**src/lpw_pkg.sv**
```systemverilog
// Package with constants and types for the suspend and wake sequencer
package lpw_pkg;

    // System clock rate
    localparam int unsigned CLK_HZ      = 200_000_000;
    // Internal oscillator rate while running
    localparam int unsigned OSC_HZ      = 50_000_000;
    // System cycles per oscillator tick
    localparam int unsigned OSC_DIV     = CLK_HZ / OSC_HZ;
    // Divider counter width
    localparam int unsigned OSC_DIV_W   = 2;

    // Typical glitch filter delay in ns
    localparam int unsigned FILT_NS     = 300;
    // Filter delay in cycles, rounded up
    localparam int unsigned FILT_CYC    = (FILT_NS * (CLK_HZ / 1_000_000) + 999) / 1000;
    // Filter counter width
    localparam int unsigned FILT_W      = 7;

    // Width of the release counts, 1 to 1024
    localparam int unsigned CNT_W       = 11;
    // Default output release count
    localparam logic [10:0] OUT_REL_DEF = 11'h004;
    // Default write unlock count
    localparam logic [10:0] WR_UNL_DEF  = 11'h005;

    // Number of pin inputs passing the synchroniser
    localparam int unsigned NSYNC       = 6;
    // Bit positions in the synchronised vector
    localparam int unsigned SY_SUSP     = 0;
    localparam int unsigned SY_STAT     = 1;
    localparam int unsigned SY_CCLK     = 2;
    localparam int unsigned SY_TCK      = 3;
    localparam int unsigned SY_UCLK     = 4;
    localparam int unsigned SY_DONE     = 5;

    // Reset values of the pin-facing flops
    localparam logic WRITE_LOCK_RST     = 1'b1;
    localparam logic OUTPUT_HOLD_RST    = 1'b1;

    // Wake clock select choices
    typedef enum logic {
        LPW_WCS_INTERNAL,
        LPW_WCS_STARTUP
    } lpw_wcs_e;

    // Startup clock setting choices
    typedef enum logic [1:0] {
        LPW_SCS_CCLK,
        LPW_SCS_TCK,
        LPW_SCS_USER,
        LPW_SCS_SPARE
    } lpw_scs_e;

    // Sequencer states
    typedef enum logic [2:0] {
        LPW_ST_CONFIG,
        LPW_ST_ACTIVE,
        LPW_ST_SUSPEND,
        LPW_ST_SETRESET,
        LPW_ST_WAIT_ACTIVE_STATUS_PIN,
        LPW_ST_RELEASE
    } lpw_state_e;

endpackage

```
**src/lpw_sequencer.sv**
```systemverilog
// Suspend entry and wake-up sequencer of the low-power block
// Summary of operation
// - Suspend entry locks writes, state stays unchanged
// - Optional set/reset on wake, before unlock
// - Whole wake sequence timed by one clock
// - Select internal oscillator or startup clock setting
// - Oscillator stopped while suspended when it is the wake clock
// - Config clock pin only in slave persist
// - Outputs released after output release count
// - Writes unlocked after write unlock count
// - Test and done pins stay functional
// - Request high suspends, falling edge wakes
// - Feature disabled ignores sleep request entirely
// - Selectable glitch filter on sleep request
// - Sleep request never affects configuration
// - Request high at config end suspends immediately
// - Status pin low asleep, high active
// - Feature disabled makes status pin user I/O
// - Status pin open-drain unless active drive
// - Wake continues only once status sensed high
// - Set/reset before status high and counters
// - Filter adds about 300 ns rising delay
module lpw_sequencer
(
    input  wire logic        clk,
    input  wire logic        rstn,
    input  wire logic        config_done,
    input  wire logic        feature_enable,
    input  wire logic        filter_enable,
    input  wire logic        active_drive,
    input  wire logic        wake_setreset_enable,
    input  wire logic        wake_clock_select,
    input  wire logic [1:0]  startup_clock_setting,
    input  wire logic        slave_mode,
    input  wire logic        persist_enable,
    input  wire logic [10:0] output_release_count,
    input  wire logic [10:0] write_unlock_count,
    input  wire logic        suspend_pin,
    input  wire logic        cclk_pin,
    input  wire logic        tck_pin,
    input  wire logic        user_clk,
    input  wire logic        active_status_in,
    output logic             active_status_out,
    output logic             active_status_oe_n,
    input  wire logic        gpio_out,
    input  wire logic        gpio_oe_n,
    output logic             output_hold,
    output logic             write_lock,
    output logic             setreset_pulse,
    output logic             osc_run,
    output logic             done_pin,
    output logic             suspended
);

    // Raw asynchronous inputs gathered for synchronising
    logic [lpw_pkg::NSYNC-1:0]  async_in;
    // First synchroniser stage
    logic [lpw_pkg::NSYNC-1:0]  meta_ff;
    // Second synchroniser stage
    logic [lpw_pkg::NSYNC-1:0]  sync_ff;
    // Delayed copy for edge detection
    logic [lpw_pkg::NSYNC-1:0]  dly_ff;
    // Rising edges of the synchronised inputs
    logic [lpw_pkg::NSYNC-1:0]  rise;

    // Filtered sleep request
    logic                       susp_f;
    // Effective sleep request after feature gate
    logic                       susp_req;

    // Oscillator divider and tick
    logic [lpw_pkg::OSC_DIV_W-1:0] div_ff;
    logic                       osc_tick;
    // Selected wake clock tick
    logic                       wake_tick;
    // Selected source uses the internal oscillator
    logic                       use_osc;

    // Sequencer state
    lpw_pkg::lpw_state_e        state_ff;
    lpw_pkg::lpw_state_e        nxt_state;

    // Independent release counters
    logic [lpw_pkg::CNT_W-1:0]  rel_cnt_ff;
    logic [lpw_pkg::CNT_W-1:0]  unl_cnt_ff;
    // Counters reach their programmed count on this tick
    logic                       rel_hit;
    logic                       unl_hit;

    // Output flops
    logic                       stat_out_ff;
    logic                       stat_oe_n_ff;
    logic                       hold_ff;
    logic                       lock_ff;
    logic                       gsr_ff;
    logic                       osc_run_ff;
    logic                       done_ff;
    logic                       susp_ff;

    assign async_in = {config_done, user_clk, tck_pin, cclk_pin, active_status_in, suspend_pin};

    // Two-flop synchroniser per pin input
    genvar gi;
    generate
        for (gi = 0; gi < lpw_pkg::NSYNC; gi++)
        begin : g_sync
            always_ff @(posedge clk or negedge rstn)
            begin
                if (!rstn)
                begin
                    meta_ff[gi] <= 1'b0;
                    sync_ff[gi] <= 1'b0;
                    dly_ff[gi]  <= 1'b0;
                end
                else
                begin
                    meta_ff[gi] <= async_in[gi];
                    sync_ff[gi] <= meta_ff[gi];
                    dly_ff[gi]  <= sync_ff[gi];
                end
            end
            assign rise[gi] = sync_ff[gi] & ~dly_ff[gi];
        end
    endgenerate

    // Glitch filter on the sleep request
    lpw_glitch_filter u_filt
    (
        .clk    (clk),
        .rstn   (rstn),
        .bypass (!filter_enable),
        .din    (sync_ff[lpw_pkg::SY_SUSP]),
        .dout   (susp_f)
    );

    // Request only counts with the feature on
    assign susp_req = feature_enable & susp_f;

    // Internal oscillator modelled as a tick divider
    always_ff @(posedge clk or negedge rstn)
    begin
        if (!rstn)
        begin
            div_ff <= '0;
        end
        else if (!osc_run_ff)
        begin
            // Held still while asleep
            div_ff <= '0;
        end
        else if (div_ff == lpw_pkg::OSC_DIV_W'(lpw_pkg::OSC_DIV - 1))
        begin
            div_ff <= '0;
        end
        else
        begin
            div_ff <= div_ff + 1'b1;
        end
    end

    assign osc_tick = osc_run_ff && (div_ff == lpw_pkg::OSC_DIV_W'(lpw_pkg::OSC_DIV - 1));

    // Wake clock source selection
    always_comb
    begin
        use_osc   = 1'b1;
        wake_tick = osc_tick;
        if (wake_clock_select == lpw_pkg::LPW_WCS_STARTUP)
        begin
            unique case (lpw_pkg::lpw_scs_e'(startup_clock_setting))
                lpw_pkg::LPW_SCS_CCLK:
                begin
                    // Pin clock only in slave mode with persist
                    if (slave_mode && persist_enable)
                    begin
                        use_osc   = 1'b0;
                        wake_tick = rise[lpw_pkg::SY_CCLK];
                    end
                end
                lpw_pkg::LPW_SCS_TCK:
                begin
                    // Test clock must keep running
                    use_osc   = 1'b0;
                    wake_tick = rise[lpw_pkg::SY_TCK];
                end
                lpw_pkg::LPW_SCS_USER:
                begin
                    // User clock from unregistered logic
                    use_osc   = 1'b0;
                    wake_tick = rise[lpw_pkg::SY_UCLK];
                end
                lpw_pkg::LPW_SCS_SPARE:
                begin
                    // Unused code falls back to oscillator
                    use_osc   = 1'b1;
                    wake_tick = osc_tick;
                end
            endcase
        end
    end

    // Counter hits; a count of zero acts as one
    assign rel_hit = wake_tick && ((rel_cnt_ff + 1'b1) >= output_release_count);
    assign unl_hit = wake_tick && ((unl_cnt_ff + 1'b1) >= write_unlock_count);

    // Next state of the sequencer
    always_comb
    begin
        nxt_state = state_ff;
        unique case (state_ff)
            lpw_pkg::LPW_ST_CONFIG:
            begin
                // Request is not looked at until configuration ends
                if (sync_ff[lpw_pkg::SY_DONE])
                begin
                    nxt_state = susp_req ? lpw_pkg::LPW_ST_SUSPEND
                                         : lpw_pkg::LPW_ST_ACTIVE;
                end
            end
            lpw_pkg::LPW_ST_ACTIVE:
            begin
                if (susp_req)
                begin
                    nxt_state = lpw_pkg::LPW_ST_SUSPEND;
                end
            end
            lpw_pkg::LPW_ST_SUSPEND:
            begin
                // Falling request starts the wake sequence
                if (!susp_req)
                begin
                    nxt_state = wake_setreset_enable ? lpw_pkg::LPW_ST_SETRESET
                                                     : lpw_pkg::LPW_ST_WAIT_ACTIVE_STATUS_PIN;
                end
            end
            lpw_pkg::LPW_ST_SETRESET:
            begin
                // Set/reset spans one wake clock tick
                if (susp_req)
                begin
                    nxt_state = lpw_pkg::LPW_ST_SUSPEND;
                end
                else if (wake_tick)
                begin
                    nxt_state = lpw_pkg::LPW_ST_WAIT_ACTIVE_STATUS_PIN;
                end
            end
            lpw_pkg::LPW_ST_WAIT_ACTIVE_STATUS_PIN:
            begin
                // Stay until the status line really reads high
                if (susp_req)
                begin
                    nxt_state = lpw_pkg::LPW_ST_SUSPEND;
                end
                else if (sync_ff[lpw_pkg::SY_STAT])
                begin
                    nxt_state = lpw_pkg::LPW_ST_RELEASE;
                end
            end
            lpw_pkg::LPW_ST_RELEASE:
            begin
                if (susp_req)
                begin
                    nxt_state = lpw_pkg::LPW_ST_SUSPEND;
                end
                else if (!hold_ff && !lock_ff)
                begin
                    nxt_state = lpw_pkg::LPW_ST_ACTIVE;
                end
            end
            default:
            begin
                nxt_state = lpw_pkg::LPW_ST_CONFIG;
            end
        endcase
    end

    // State register
    always_ff @(posedge clk or negedge rstn)
    begin
        if (!rstn)
        begin
            state_ff <= lpw_pkg::LPW_ST_CONFIG;
        end
        else
        begin
            state_ff <= nxt_state;
        end
    end

    // Release counters, cleared outside the release phase
    always_ff @(posedge clk or negedge rstn)
    begin
        if (!rstn)
        begin
            rel_cnt_ff <= '0;
            unl_cnt_ff <= '0;
        end
        else if (state_ff != lpw_pkg::LPW_ST_RELEASE)
        begin
            rel_cnt_ff <= '0;
            unl_cnt_ff <= '0;
        end
        else if (wake_tick)
        begin
            // Both count the same ticks, each on its own
            if (hold_ff)
            begin
                rel_cnt_ff <= rel_cnt_ff + 1'b1;
            end
            if (lock_ff)
            begin
                unl_cnt_ff <= unl_cnt_ff + 1'b1;
            end
        end
    end

    // Output hold control
    always_ff @(posedge clk or negedge rstn)
    begin
        if (!rstn)
        begin
            hold_ff <= lpw_pkg::OUTPUT_HOLD_RST;
        end
        else if (nxt_state == lpw_pkg::LPW_ST_SUSPEND)
        begin
            hold_ff <= 1'b1;
        end
        else if (state_ff == lpw_pkg::LPW_ST_CONFIG && nxt_state == lpw_pkg::LPW_ST_ACTIVE)
        begin
            hold_ff <= 1'b0;
        end
        else if (state_ff == lpw_pkg::LPW_ST_RELEASE && rel_hit)
        begin
            hold_ff <= 1'b0;
        end
    end

    // Write lock control
    always_ff @(posedge clk or negedge rstn)
    begin
        if (!rstn)
        begin
            lock_ff <= lpw_pkg::WRITE_LOCK_RST;
        end
        else if (nxt_state == lpw_pkg::LPW_ST_SUSPEND)
        begin
            // Freeze all clocked state on entry
            lock_ff <= 1'b1;
        end
        else if (state_ff == lpw_pkg::LPW_ST_CONFIG && nxt_state == lpw_pkg::LPW_ST_ACTIVE)
        begin
            lock_ff <= 1'b0;
        end
        else if (state_ff == lpw_pkg::LPW_ST_RELEASE && unl_hit)
        begin
            // Set/reset has already finished here
            lock_ff <= 1'b0;
        end
    end

    // Global set/reset pulse during the set/reset step
    always_ff @(posedge clk or negedge rstn)
    begin
        if (!rstn)
        begin
            gsr_ff <= 1'b0;
        end
        else
        begin
            gsr_ff <= (nxt_state == lpw_pkg::LPW_ST_SETRESET);
        end
    end

    // Oscillator runs except while asleep with it as the wake clock
    always_ff @(posedge clk or negedge rstn)
    begin
        if (!rstn)
        begin
            osc_run_ff <= 1'b1;
        end
        else
        begin
            osc_run_ff <= (nxt_state != lpw_pkg::LPW_ST_SUSPEND) || !use_osc;
        end
    end

    // Status pin drive
    always_ff @(posedge clk or negedge rstn)
    begin
        if (!rstn)
        begin
            stat_out_ff  <= 1'b0;
            stat_oe_n_ff <= 1'b1;
        end
        else if (!feature_enable)
        begin
            // Pin belongs to the user design
            stat_out_ff  <= gpio_out;
            stat_oe_n_ff <= gpio_oe_n;
        end
        else
        begin
            unique case (nxt_state)
                lpw_pkg::LPW_ST_SUSPEND, lpw_pkg::LPW_ST_SETRESET:
                begin
                    // Low while asleep or still resetting
                    stat_out_ff  <= 1'b0;
                    stat_oe_n_ff <= 1'b0;
                end
                lpw_pkg::LPW_ST_CONFIG:
                begin
                    stat_out_ff  <= 1'b0;
                    stat_oe_n_ff <= 1'b1;
                end
                default:
                begin
                    // High: driven, or released to the pull-up
                    stat_out_ff  <= active_drive;
                    stat_oe_n_ff <= !active_drive;
                end
            endcase
        end
    end

    // Done pin and sleep indication
    always_ff @(posedge clk or negedge rstn)
    begin
        if (!rstn)
        begin
            done_ff <= 1'b0;
            susp_ff <= 1'b0;
        end
        else
        begin
            // Done follows configuration regardless of sleep
            done_ff <= sync_ff[lpw_pkg::SY_DONE];
            susp_ff <= (nxt_state == lpw_pkg::LPW_ST_SUSPEND);
        end
    end

    assign active_status_out  = stat_out_ff;
    assign active_status_oe_n = stat_oe_n_ff;
    assign output_hold        = hold_ff;
    assign write_lock         = lock_ff;
    assign setreset_pulse     = gsr_ff;
    assign osc_run            = osc_run_ff;
    assign done_pin           = done_ff;
    assign suspended          = susp_ff;

endmodule

```
**src/lpw_glitch_filter.sv**
```systemverilog
// Glitch filter on the synchronised sleep request
module lpw_glitch_filter
(
    input  wire logic clk,
    input  wire logic rstn,
    input  wire logic bypass,
    input  wire logic din,
    output logic      dout
);

    // Cycles the request has stood high
    logic [lpw_pkg::FILT_W-1:0] cnt_ff;
    // Filtered level
    logic                       dout_ff;

    // Rising edges must persist, falling edges pass at once
    always_ff @(posedge clk or negedge rstn)
    begin
        if (!rstn)
        begin
            cnt_ff  <= '0;
            dout_ff <= 1'b0;
        end
        else if (bypass || !din)
        begin
            // Bypass or low level: follow input directly
            cnt_ff  <= '0;
            dout_ff <= din;
        end
        else if (!dout_ff)
        begin
            // High but not yet accepted
            if (cnt_ff == lpw_pkg::FILT_W'(lpw_pkg::FILT_CYC - 1))
            begin
                dout_ff <= 1'b1;
            end
            cnt_ff <= cnt_ff + 1'b1;
        end
    end

    assign dout = dout_ff;

endmodule

```
**config.mk**
```make
export PLATFORM = sky130hd
export DESIGN_NAME = lpw_sequencer
export DESIGN_NICKNAME = d
export VERILOG_FILES = /design/src/lpw_pkg.sv /design/src/lpw_sequencer.sv /design/src/lpw_glitch_filter.sv
export SDC_FILE = /design/constraint.sdc
export NUM_CORES = 1
export LEC_CHECK = 0
export BUFFER_PORTS_ARGS = -buffer_cell sky130_fd_sc_hd__buf_2
export CORE_MARGIN = 5
export CORE_UTILIZATION = 55
export DETAILED_ROUTE_END_ITERATION = 8
export GPL_ROUTABILITY_DRIVEN = 0
export PLACE_DENSITY_LB_ADDON = 0.3
export SLEW_MARGIN = 10
export SYNTH_ARGS = -nofsm -noshare
export SYNTH_HDL_FRONTEND = slang
export SYNTH_SLANG_ARGS = --single-unit
```
**constraint.sdc**
```tcl
create_clock -name clk -period 4.4 [get_ports clk]
set_clock_uncertainty 0.15 [all_clocks]
set_input_delay 0.66 -clock clk [delete_from_list [all_inputs] [get_ports clk]]
set_output_delay 0.66 -clock clk [all_outputs]
set_load 0.005 [all_outputs]
```
Word level (Yosys, flattened, before mapping)
Cells that the tools add are included.
{"block": "totals", "inputBits": 41, "register_bits": 58, "word_cells": 128}
{"block": "op_classes", "mux": 41, "magnitude_cmp": 2, "bitwise_logic": 7, "n_addsub": 4, "n_reduce_logical": 29, "eq_ne": 16}
{"operator": "11-bit 2-to-1 mux", "n": 6}
{"operator": "3-bit 2-to-1 mux", "n": 10}
{"operator": "11-bit by 1-bit adder with 11-bit output (second input constant)", "n": 2}
{"operator": "11-bit >= comparator", "n": 2}
{"operator": "3-bit one-hot mux with 6 select lines", "n": 1}
{"operator": "1-bit 2-to-1 mux", "n": 16}
{"operator": "7-bit 2-to-1 mux", "n": 2}
{"operator": "3-bit by 2-bit == test with 1-bit output (second input constant)", "n": 4}
{"operator": "1-bit logical AND", "n": 8}
{"operator": "7-bit by 1-bit adder with 7-bit output (second input constant)", "n": 1}
{"operator": "7-bit by 6-bit == test with 1-bit output (second input constant)", "n": 1}
{"operator": "2-bit == test (second input constant)", "n": 3}
{"operator": "3-bit by 1-bit == test with 1-bit output (second input constant)", "n": 2}
{"operator": "3-bit == test (second input constant)", "n": 2}
{"operator": "1-bit zero test", "n": 6}
{"operator": "3-bit zero test", "n": 2}
{"operator": "2-bit 2-to-1 mux", "n": 3}
{"operator": "2-bit nonzero test", "n": 3}
{"operator": "3-bit nonzero test", "n": 2}
{"operator": "1-bit bitwise AND", "n": 4}
{"operator": "1-bit one-hot mux with 4 select lines", "n": 1}
{"operator": "2-bit AND reduction", "n": 2}
{"operator": "2-bit OR reduction", "n": 2}
{"operator": "3-bit by 2-bit inequality test with 1-bit output (second input constant)", "n": 1}
{"operator": "other kinds (10)", "n": 13}

Longest topological paths before layout
Gate-level depths: netlist of the first run.
{"block": "logic_depth", "depth_word": 12, "mapped_depth": 11, "mapped_depth_nobuf": 11}

By module
Synthesis of the first run repeated with hierarchy kept, for this count alone.
{"block": "hier_totals", "cells_unflattened": 346, "area_unflattened_um2": 3340.7}
{"module": "lpw_sequencer", "n_inst": 1, "seq_area_each_um2": 1256.2, "area_per_inst_um2": 2955.3, "cells_each": 312}
{"module": "lpw_glitch_filter", "n_inst": 1, "seq_area_each_um2": 200.2, "area_per_inst_um2": 385.4, "cells_each": 34}

Worst setup path after synthesis of the first run
No wires, ideal clock.
{"block": "synth_path", "kind": "reg2reg", "startpoint": "register unl_cnt_ff[0] (netlist name)", "endpoint": "register lock_ff, in the netlist write_lock", "setup_time_ns": 0.079, "synth_period_minus_slack_ns": 2.309, "n_path_buf": 0, "stages_incl_launch_ff": 11, "arrival_ns": 2.080, "path_slack_ns": 2.091, "required_ns": 4.171, "cell_sequence": "dfrtp_1 ha_1 nand3_1 nor2_1 nand3_1 xnor2_1 ha_1 or3_1 a211oi_1 a211oi_1 o21ai_0"}
{"block": "synth_between", "elab_chain_len": 5}
{"element": "from (decl)", "line_no": "lpw_sequencer.sv:85", "rtl": "logic [lpw_pkg::CNT_W-1:0] unl_cnt_ff;"}
{"element": "from (signal assigned)", "line_no": "lpw_sequencer.sv:313", "rtl": "unl_cnt_ff <= unl_cnt_ff + 1'b1;"}
{"element": "11-bit by 1-bit adder with 11-bit output", "line_no": "lpw_sequencer.sv:204", "rtl": "assign unl_hit = wake_tick && ((unl_cnt_ff + 1'b1) >= write_unlock_count);"}
{"element": "11-bit >= comparator", "line_no": "lpw_sequencer.sv:204"}
{"element": "1-bit logical AND", "line_no": "lpw_sequencer.sv:204"}
{"element": "1-bit logical AND", "line_no": "lpw_sequencer.sv:355", "rtl": "else if (state_ff == lpw_pkg::LPW_ST_RELEASE && unl_hit)"}
{"element": "3-bit nonzero test (no source line)"}
{"element": "to (signal assigned)", "line_no": "lpw_sequencer.sv:344", "rtl": "lock_ff <= lpw_pkg::WRITE_LOCK_RST;"}
{"element": "to (decl)", "line_no": "lpw_sequencer.sv:94", "rtl": "logic lock_ff;"}
Every way passes these cells.
A chain may end at the register's enable or synchronous reset.

Final worst setup path of the first run
Ends and elaborated chain as after synthesis.

==> impl_metrics.py, run 1 <==
metrics = {
    "status": {
        "status": "complete, no violations",
    },
    "detailed_routing": {
        "via_count": 2524,
        "drcViolationCount": 0,
        "wire_per_inst_um": 14.4,
        "totalWireLength_mm": 6.54,
        "dr_wl_met2_mm": 3.30,
        "viasPerCell": 5.57,
        "ant_nets": 0,
        "drt_pre_antenna_iters": 4,
        "drt_first_iter_violations": 69,
        "top_layer_used": "met4",
        "wl_met1_mm": 2.84,
        "wl_met3_um": 255,
    },
    "cts": {
        "htree_levels": 3,
        "post-cts-setup-buffer-count": 0,
        "clkTransAtPathRegs_ns": 0.07,
        "holdBufCountCts": 0,
        "ctsRootBufferMaster": "clkbuf_8",
        "clk_latency_ns": 0.33,
        "cts_tree": "built",
        "cts_resized": 0,
        "ctsLongestPathBuffers": 2,
        "cts_sinks": 58,
        "numCtsBuffers": 9,
    },
    "timing": {
        "setup_viol": 0,
        "period_needed_ns": 2.53,
        "max_freq_ghz": 0.395,
        "whs_ns": 0.199,
        "grt_setup_unrepaired": "no",
        "tns_ns": 0,
        "slew_viol_final": 0,
        "worst_pin_slew_ns": 0.787,
        "finalCritPeriodShare": 0.576,
        "final-hold-violation-count": 0,
        "slew_headroom": 0.473,
    },
    "yosys": {
        "ys_ff_latch": 58,
        "yosys.area.top_type_share": 0.412,
        "synth_seq_area_share": 0.444,
        "ys_types": 57,
        "yosys_warnings": 0,
        "ys.flop_type": "dfrtp_1",
        "netlist_top_cells_area": "dfrtp_1 41%, ha_1 9.9%, xnor2_1 3.5%, dfstp_2 3.2%, inv_1 3.2%",
        "netlist_instances": 321,
        "syn_area_per_cell_um2": 10.2,
        "synthesis.nets": 388,
        "syn_area_um2": 3280,
        "yosysTopAreaCell": "dfrtp_1",
        "synth-edff-count": 0,
        "synthArstFlopShare": 1.00,
    },
    "setup_path": {
        "arrival_ns": 2.63,
        "cpPeakStageDelay_ns": 0.41,
        "cp-start-kind": "register",
        "critical_path_class": "register to register",
        "critPathCaptureType": "register",
        "cp_data_required_time_ns": 4.49,
        "critPathSlowestCell": "dfrtp_1",
        "cp_max_fo": 5,
        "path_cells": "ha_1 -> nand3_1 -> nor2_1 -> nand3_1 -> xnor2_1 -> ha_1 -> nand2_1 -> nor3_1 -> o31ai_1 -> a211oi_1 -> o21ai_0",
    },
    "die": {
        "io_pins": 49,
        "die_h_um": 87.2,
        "die_area_um2": 7610,
        "floorplan.initialDensity": 0.561,
        "core_um2": 5850,
        "std_cell_rows": 28,
        "fp.dieW_um": 87.2,
    },
    "layout": {
        "diodes": 0,
        "syn_to_final_growth_pct": 14.0,
        "finalInstanceArea_um2": 3740,
        "final_cell_mix": "54 x dfrtp_1, 48 x buf_2, 28 x inv_1, 26 x nand2_1, 26 x ha_1",
        "stdcell_count": 453,
        "fillers": 494,
        "postLayoutCoreUtil": 0.639,
        "drive_above_1_share": 0.214,
        "nNetsFinal": 440,
        "final_common_cell": "dfrtp_1",
    },
    "job": {
        "maxCapViolCount": 0,
    },
    "power": {
        "vdd_ir_drop_max_mv": 0.188,
        "p_sw_frac": 0.330,
        "seq_power_share": 0.473,
        "p_clk_frac": 0.299,
        "p_per_area_nw_per_um2": 366,
        "power.switching_uw": 451,
        "leakage_nw": 1.86,
        "combPwrFrac": 0.228,
        "internal-power_uw": 916,
    },
    "placement": {
        "placed_area_um2": 3580,
        "hpwl_mm": 4.89,
        "portBuffers": 48,
        "dp.cells": 437,
    },
    "hold_path": {
        "min_path_type": "register to register",
    },
    "global_routing": {
        "grt_use_total": 0.187,
        "grt_pass1_wl_mm": 11.0,
        "grt_overflow": 0,
        "grt_max_degree": 59,
        "antenna_found_initial": 0,
        "grt_pass1_vias": 2579,
    },
}
-- power by group through the flow --
stage	clock (mW)	sequential [mW]	combinational, mW
after global placement	0	0.655	0.304
after floorplan	0	0.626	0.241
after global routing	0.439	0.655	0.351
after detailed placement	0	0.657	0.314
after CTS	0.419	0.647	0.316
final	0.409	0.648	0.311
-- area by class of cell --
cell class	count	area [um^2]	share of cell area
Inverter	28	105	0.0281
Timing Repair Buffer	49	248	0.0663
Sequential cell	58	1460	0.390
Multi-Input combinational cell	227	1670	0.447
Tap cell	75	93.8	0.0251
Clock buffer	10	128	0.0341
Clock inverter	6	35.0	0.00937
-- metrics by stage --
step                      total power [mW]  setup WS (ns)
after CTS                             1.38           1.86
after global routing                  1.45           1.64
after floorplan                      0.866           2.09
after global placement               0.959           1.95
after detailed placement             0.971           1.87
final                                 1.37           1.87
-- cell families (layout without fill, tap and decap cells) --
logic type               count (synthesis)  count (layout)  share of synthesized area
AO/OA/AOI/OAI                           71              71                      0.176
XOR/XNOR                                24              24                     0.0641
adder cells (fa/ha/maj)                 26              26                     0.0992
buffers and inverters                   36              93                     0.0461
flip-flops                              58              58                      0.444
multiplexers                             2               2                    0.00648
AND/OR/NAND/NOR                        104             104                      0.164
-- critical path: cells and delay by family (launching register included) --
kind                       cells  cell delay (ns)
AOI/OAI and AO/OA              3             0.46
DFF                            1             0.41
xor gates and xnor gates       1             0.15
and+or+nand+nor                5             0.77
adders and majority gates      2             0.50
-- final timing paths --
path / start / end / slack [ns] / cells after the start
setup / recovery: unl_cnt_ff[0] / write_lock / 1.87 / 11
hold / removal: meta_ff[2] / sync_ff[2] / 0.20 / 0
setup reg to reg: unl_cnt_ff[0] / write_lock / 1.87 / 11
hold reg to reg: meta_ff[2] / sync_ff[2] / 0.20 / 0
max in group asynchronous: rstn / u_filt.cnt_ff[0] / 3.26 / 2
min in group asynchronous: rstn / unl_cnt_ff[1] / 0.31 / 2
-- Yosys cell counts, types with 5 or more instances --
master,number
dfrtp_1,54
inv_1,28
ha_1,26
nand2_1,26
nor2_1,21
nand3_1,18
a21oi_1,14
xnor2_1,13
o21ai_0,11
xor2_1,11
a22o_1,9
nor2b_1,6
o2bb2ai_1,6
or3_1,5
-- registers in the layout, indices dropped and copies added (netlist names) --
signal / cells
u_filt.dout: 1
write_lock: 1
osc_run: 1
div_ff: 2
dly_ff: 3
meta_ff: 6
suspended: 1
sync_ff: 6
state_ff: 3
u_filt.cnt_ff: 7
setreset_pulse: 1
done_pin: 1
rel_cnt_ff: 11
active_status_out: 1
output_hold: 1
unl_cnt_ff: 11
active_status_oe_n: 1
-- per-layer routing --
layer | track usage | vias to the layer above
met5 | 0 | -
met4 | 0.0990 | 0
met3 | 0.0350 | 13
met2 | 0.316 | 42
met1 | 0.225 | 1219
li1 | - | 1250
(Power assumes the default switching activity.)
==> run 2, diff against run 1 <==
Settings changed: ABC_AREA set to 1, CORE_UTILIZATION 55 to 52.
Clock period 4.4 ns to 2.3 ns, I/O delays scaled along.
==> run 2 against run 1 <==
Compared with the run above: the flow now finishes with violations (setup timing); critical path depth is 5 higher; sequential share of layout area is 7.6 points lower; hold slack worse by 0.15 ns; cell count up 36%; cell area rose by 24%; flip-flop and latch count did not move; core utilization is 8.5 points higher; non-clock buffer count up 49; combinational power grew 130%; total power up 110%; die area is 11% higher.
==> impl_metrics.py, run 2 <==
metrics = {
    "layout": {
        "nNetsFinal": 600,
        "drive_above_1_share": 0.331,
        "fillers": 467,
        "reg.largest.list": "rel_cnt_ff x11, unl_cnt_ff x11, u_filt.cnt_ff x7",
        "diodes": 0,
        "final_common_cell": "nand2_1",
        "regArea_um2": 1460,
        "finalInstanceArea_um2": 4650,
        "multi_input_area_um2": 1930,
        "syn_to_final_growth_pct": 33.6,
        "stdcell_count": 615,
        "final_cell_mix": "75 x nand2_1, 72 x inv_1, 54 x dfrtp_1, 48 x buf_2, 42 x buf_4",
    },
    "cts": {
        "clk_latency_ns": 0.34,
        "clkTransAtPathRegs_ns": 0.07,
        "ctsLongestPathBuffers": 2,
        "htree_levels": 3,
        "cts_sinks": 58,
        "cts_tree": "built",
        "ctsRootBufferMaster": "clkbuf_8",
        "numCtsBuffers": 9,
    },
    "hold_path": {
        "min_path_type": "primary input to register",
        "whs_path_depth": 3,
    },
    "detailed_routing": {
        "wire_per_inst_um": 13.8,
        "via_count": 3212,
        "drt_first_iter_violations": 161,
        "drt_pre_antenna_iters": 5,
        "drcViolationCount": 0,
        "ant_nets": 0,
        "totalWireLength_mm": 8.51,
        "viasPerCell": 5.22,
    },
    "power": {
        "p_per_area_nw_per_um2": 617,
        "vdd_ir_drop_max_mv": 0.459,
        "leakage_nw": 2.45,
        "power.switching_uw": 927,
        "p_sw_frac": 0.323,
        "combPwrFrac": 0.246,
        "internal-power_mw": 1.94,
        "p_clk_frac": 0.331,
        "seq_power_share": 0.423,
    },
    "die": {
        "fp.dieW_um": 91.8,
        "io_pins": 49,
        "std_cell_rows": 29,
        "die_h_um": 91.8,
        "floorplan.initialDensity": 0.542,
        "core_um2": 6420,
        "die_area_um2": 8430,
    },
    "global_routing": {
        "antenna_found_initial": 0,
        "grt_overflow": 0,
        "grt_pass1_vias": 3271,
        "grt_pass1_wl_mm": 14.1,
        "grt_max_degree": 31,
        "grt_use_total": 0.202,
    },
    "timing": {
        "setup_viol": 2,
        "period_needed_ns": 2.38,
        "worst_pin_slew_ns": 0.725,
        "grt_setup_unrepaired": "yes",
        "max_freq_ghz": 0.421,
        "finalCritPeriodShare": 1.03,
        "setup_slack_ns": -0.0771,
        "tns_ns": -0.125,
        "final-hold-violation-count": 0,
        "slew_viol_final": 0,
        "slew_headroom": 0.514,
    },
    "placement": {
        "place_ws_ns": -0.118,
        "hpwl_mm": 5.83,
        "portBuffers": 48,
        "placed_area_um2": 4000,
        "dp.cells": 574,
    },
    "yosys": {
        "synthesis.nets": 493,
        "ys.flop_type": "dfrtp_1",
        "synth_seq_area_share": 0.418,
        "syn_area_um2": 3480,
        "synth_most_common_cell": "nand2_1",
        "synth_common_cells": "80 x nand2_1, 79 x inv_1, 54 x dfrtp_1",
        "ys_types": 41,
        "synthArstFlopShare": 1.00,
        "yosysTopAreaCell": "dfrtp_1",
        "ys_ff_latch": 58,
        "yosys.area.top_type_share": 0.388,
        "netlist_instances": 426,
        "syn_area_per_cell_um2": 8.17,
        "synth-edff-count": 0,
        "yosys_warnings": 0,
        "netlist_top_cells_area": "dfrtp_1 39%, ha_1 9.3%, nand2_1 8.6%, inv_1 8.5%, nand3_1 3.7%",
    },
    "setup_path": {
        "r2r_cells": 16,
        "cp_data_required_time_ns": 2.39,
        "arrival_ns": 2.46,
        "path_cells": "nand2_2 -> nor3_4 -> nand3_2 -> nor2_2 -> nand2_2 -> nor2_4 -> xor2_2 -> inv_2 -> ha_4 -> nand2_4 -> nor2_2 -> nand3_1 -> nand3_1 -> o21ai_1 -> nand2_1 -> a21oi_2",
        "critPathSlowestCell": "dfrtp_1",
        "cp-start-kind": "register",
        "cpPeakStageDelay_ns": 0.39,
        "critPathCaptureType": "register",
        "cp_max_fo": 3,
        "critical_path_class": "register to register",
    },
    "status": {
        "violations": "setup timing",
        "status": "finished, violations left",
    },
    "job": {
        "maxCapViolCount": 0,
    },
}
==> run 2: changes by cell type in the layout (fill, tap and decap cells not counted), sizes merged, moves of 10 or more <==
cell / previous run / this run
nand2: 26 / 88
inv: 28 / 87
buf: 49 / 91
xnor2: 13 / 0
o21ai: 12 / 24
o22ai: 0 / 12
nor3: 3 / 13
==> run 2: logic make-up (layout without fill, tap and decap cells) <==
kind of cell,count (synthesis),after routing,share of synthesized area
mux,1,1,0.00647
simple gates,170,170,0.229
buf+inv,90,202,0.100
flops,58,58,0.418
xor+xnor,12,12,0.0323
compound gates,69,69,0.120
fa+ha+maj,26,26,0.0934
==> run 2: worst paths after layout <==
check	from	to	slack [ns]
worst min register to register	meta_ff[5]	sync_ff[5]	0.20
worst max register to register	rel_cnt_ff[3]	output_hold	-0.08
worst min-delay path	gpio_oe_n	active_status_oe_n	0.05
min in group asynchronous	rstn	dly_ff[2]	0.17
max in group asynchronous	rstn	write_lock	1.25
worst max-delay path	rel_cnt_ff[3]	output_hold	-0.08
==> run 2: power by group through the flow <==
stage / Clock (mW) / Sequential (mW) / Combinational [mW]
6_report: 0.949 / 1.21 / 0.706
5_1_grt: 1.02 / 1.22 / 0.801
4_1_cts: 0.953 / 1.21 / 0.674
3_5_place_dp: 0 / 1.23 / 0.656
3_3_place_gp: 0 / 1.23 / 0.641
2_1_floorplan: 0 / 1.21 / 0.460
==> run 2: routing by layer <==
metal | global-route usage | wire [um] | up-vias
li1 | - | - | 1598
met1 | 0.252 | 3770 | 1531
met2 | 0.348 | 4230 | 70
met3 | 0.0450 | 395 | 13
met4 | 0.0693 | 119 | 0
met5 | 0 | 0 | -
==> run 2: through the flow <==
stage	power, mW	hold WS [ns]	utilization
4_1_cts	2.84	0.0534	0.687
6_report	2.87	0.0515	0.724
2_1_floorplan	1.67	-0.101	-
3_3_place_gp	1.87	-0.0149	0.622
3_5_place_dp	1.89	-0.0155	0.622
5_1_grt	3.05	0.0565	0.724
==> run 2: final cells by class <==
type | instances | area share
Clock buffer | 13 | 0.0342
Clock inverter | 3 | 0.00861
Inverter | 88 | 0.0710
Multi-Input combinational cell | 278 | 0.416
Sequential cell | 58 | 0.313
Tap cell | 77 | 0.0207
Timing Repair Buffer | 98 | 0.137
==> run 2: what timing repair did <==
action,4_1_cts,5_1_grt
gates resized for setup,16,33
pin swaps,12,30
hold buffers,7,0
setup endpoints to repair,2,2
buffers inserted,10,8
endpoints found under the hold margin,60,0
==> run 2: worst max-delay path: cells and delay by family (launching register included) <==
| kind | cells | cell delay, ns |
|---|---|---|
| and+or+nand+nor | 11 | 1.10 |
| DFF | 1 | 0.39 |
| xor gates and xnor gates | 1 | 0.17 |
| adders and majority gates | 1 | 0.28 |
| buffers and inverters | 1 | 0.06 |
| AOI/OAI and AO/OA | 2 | 0.12 |
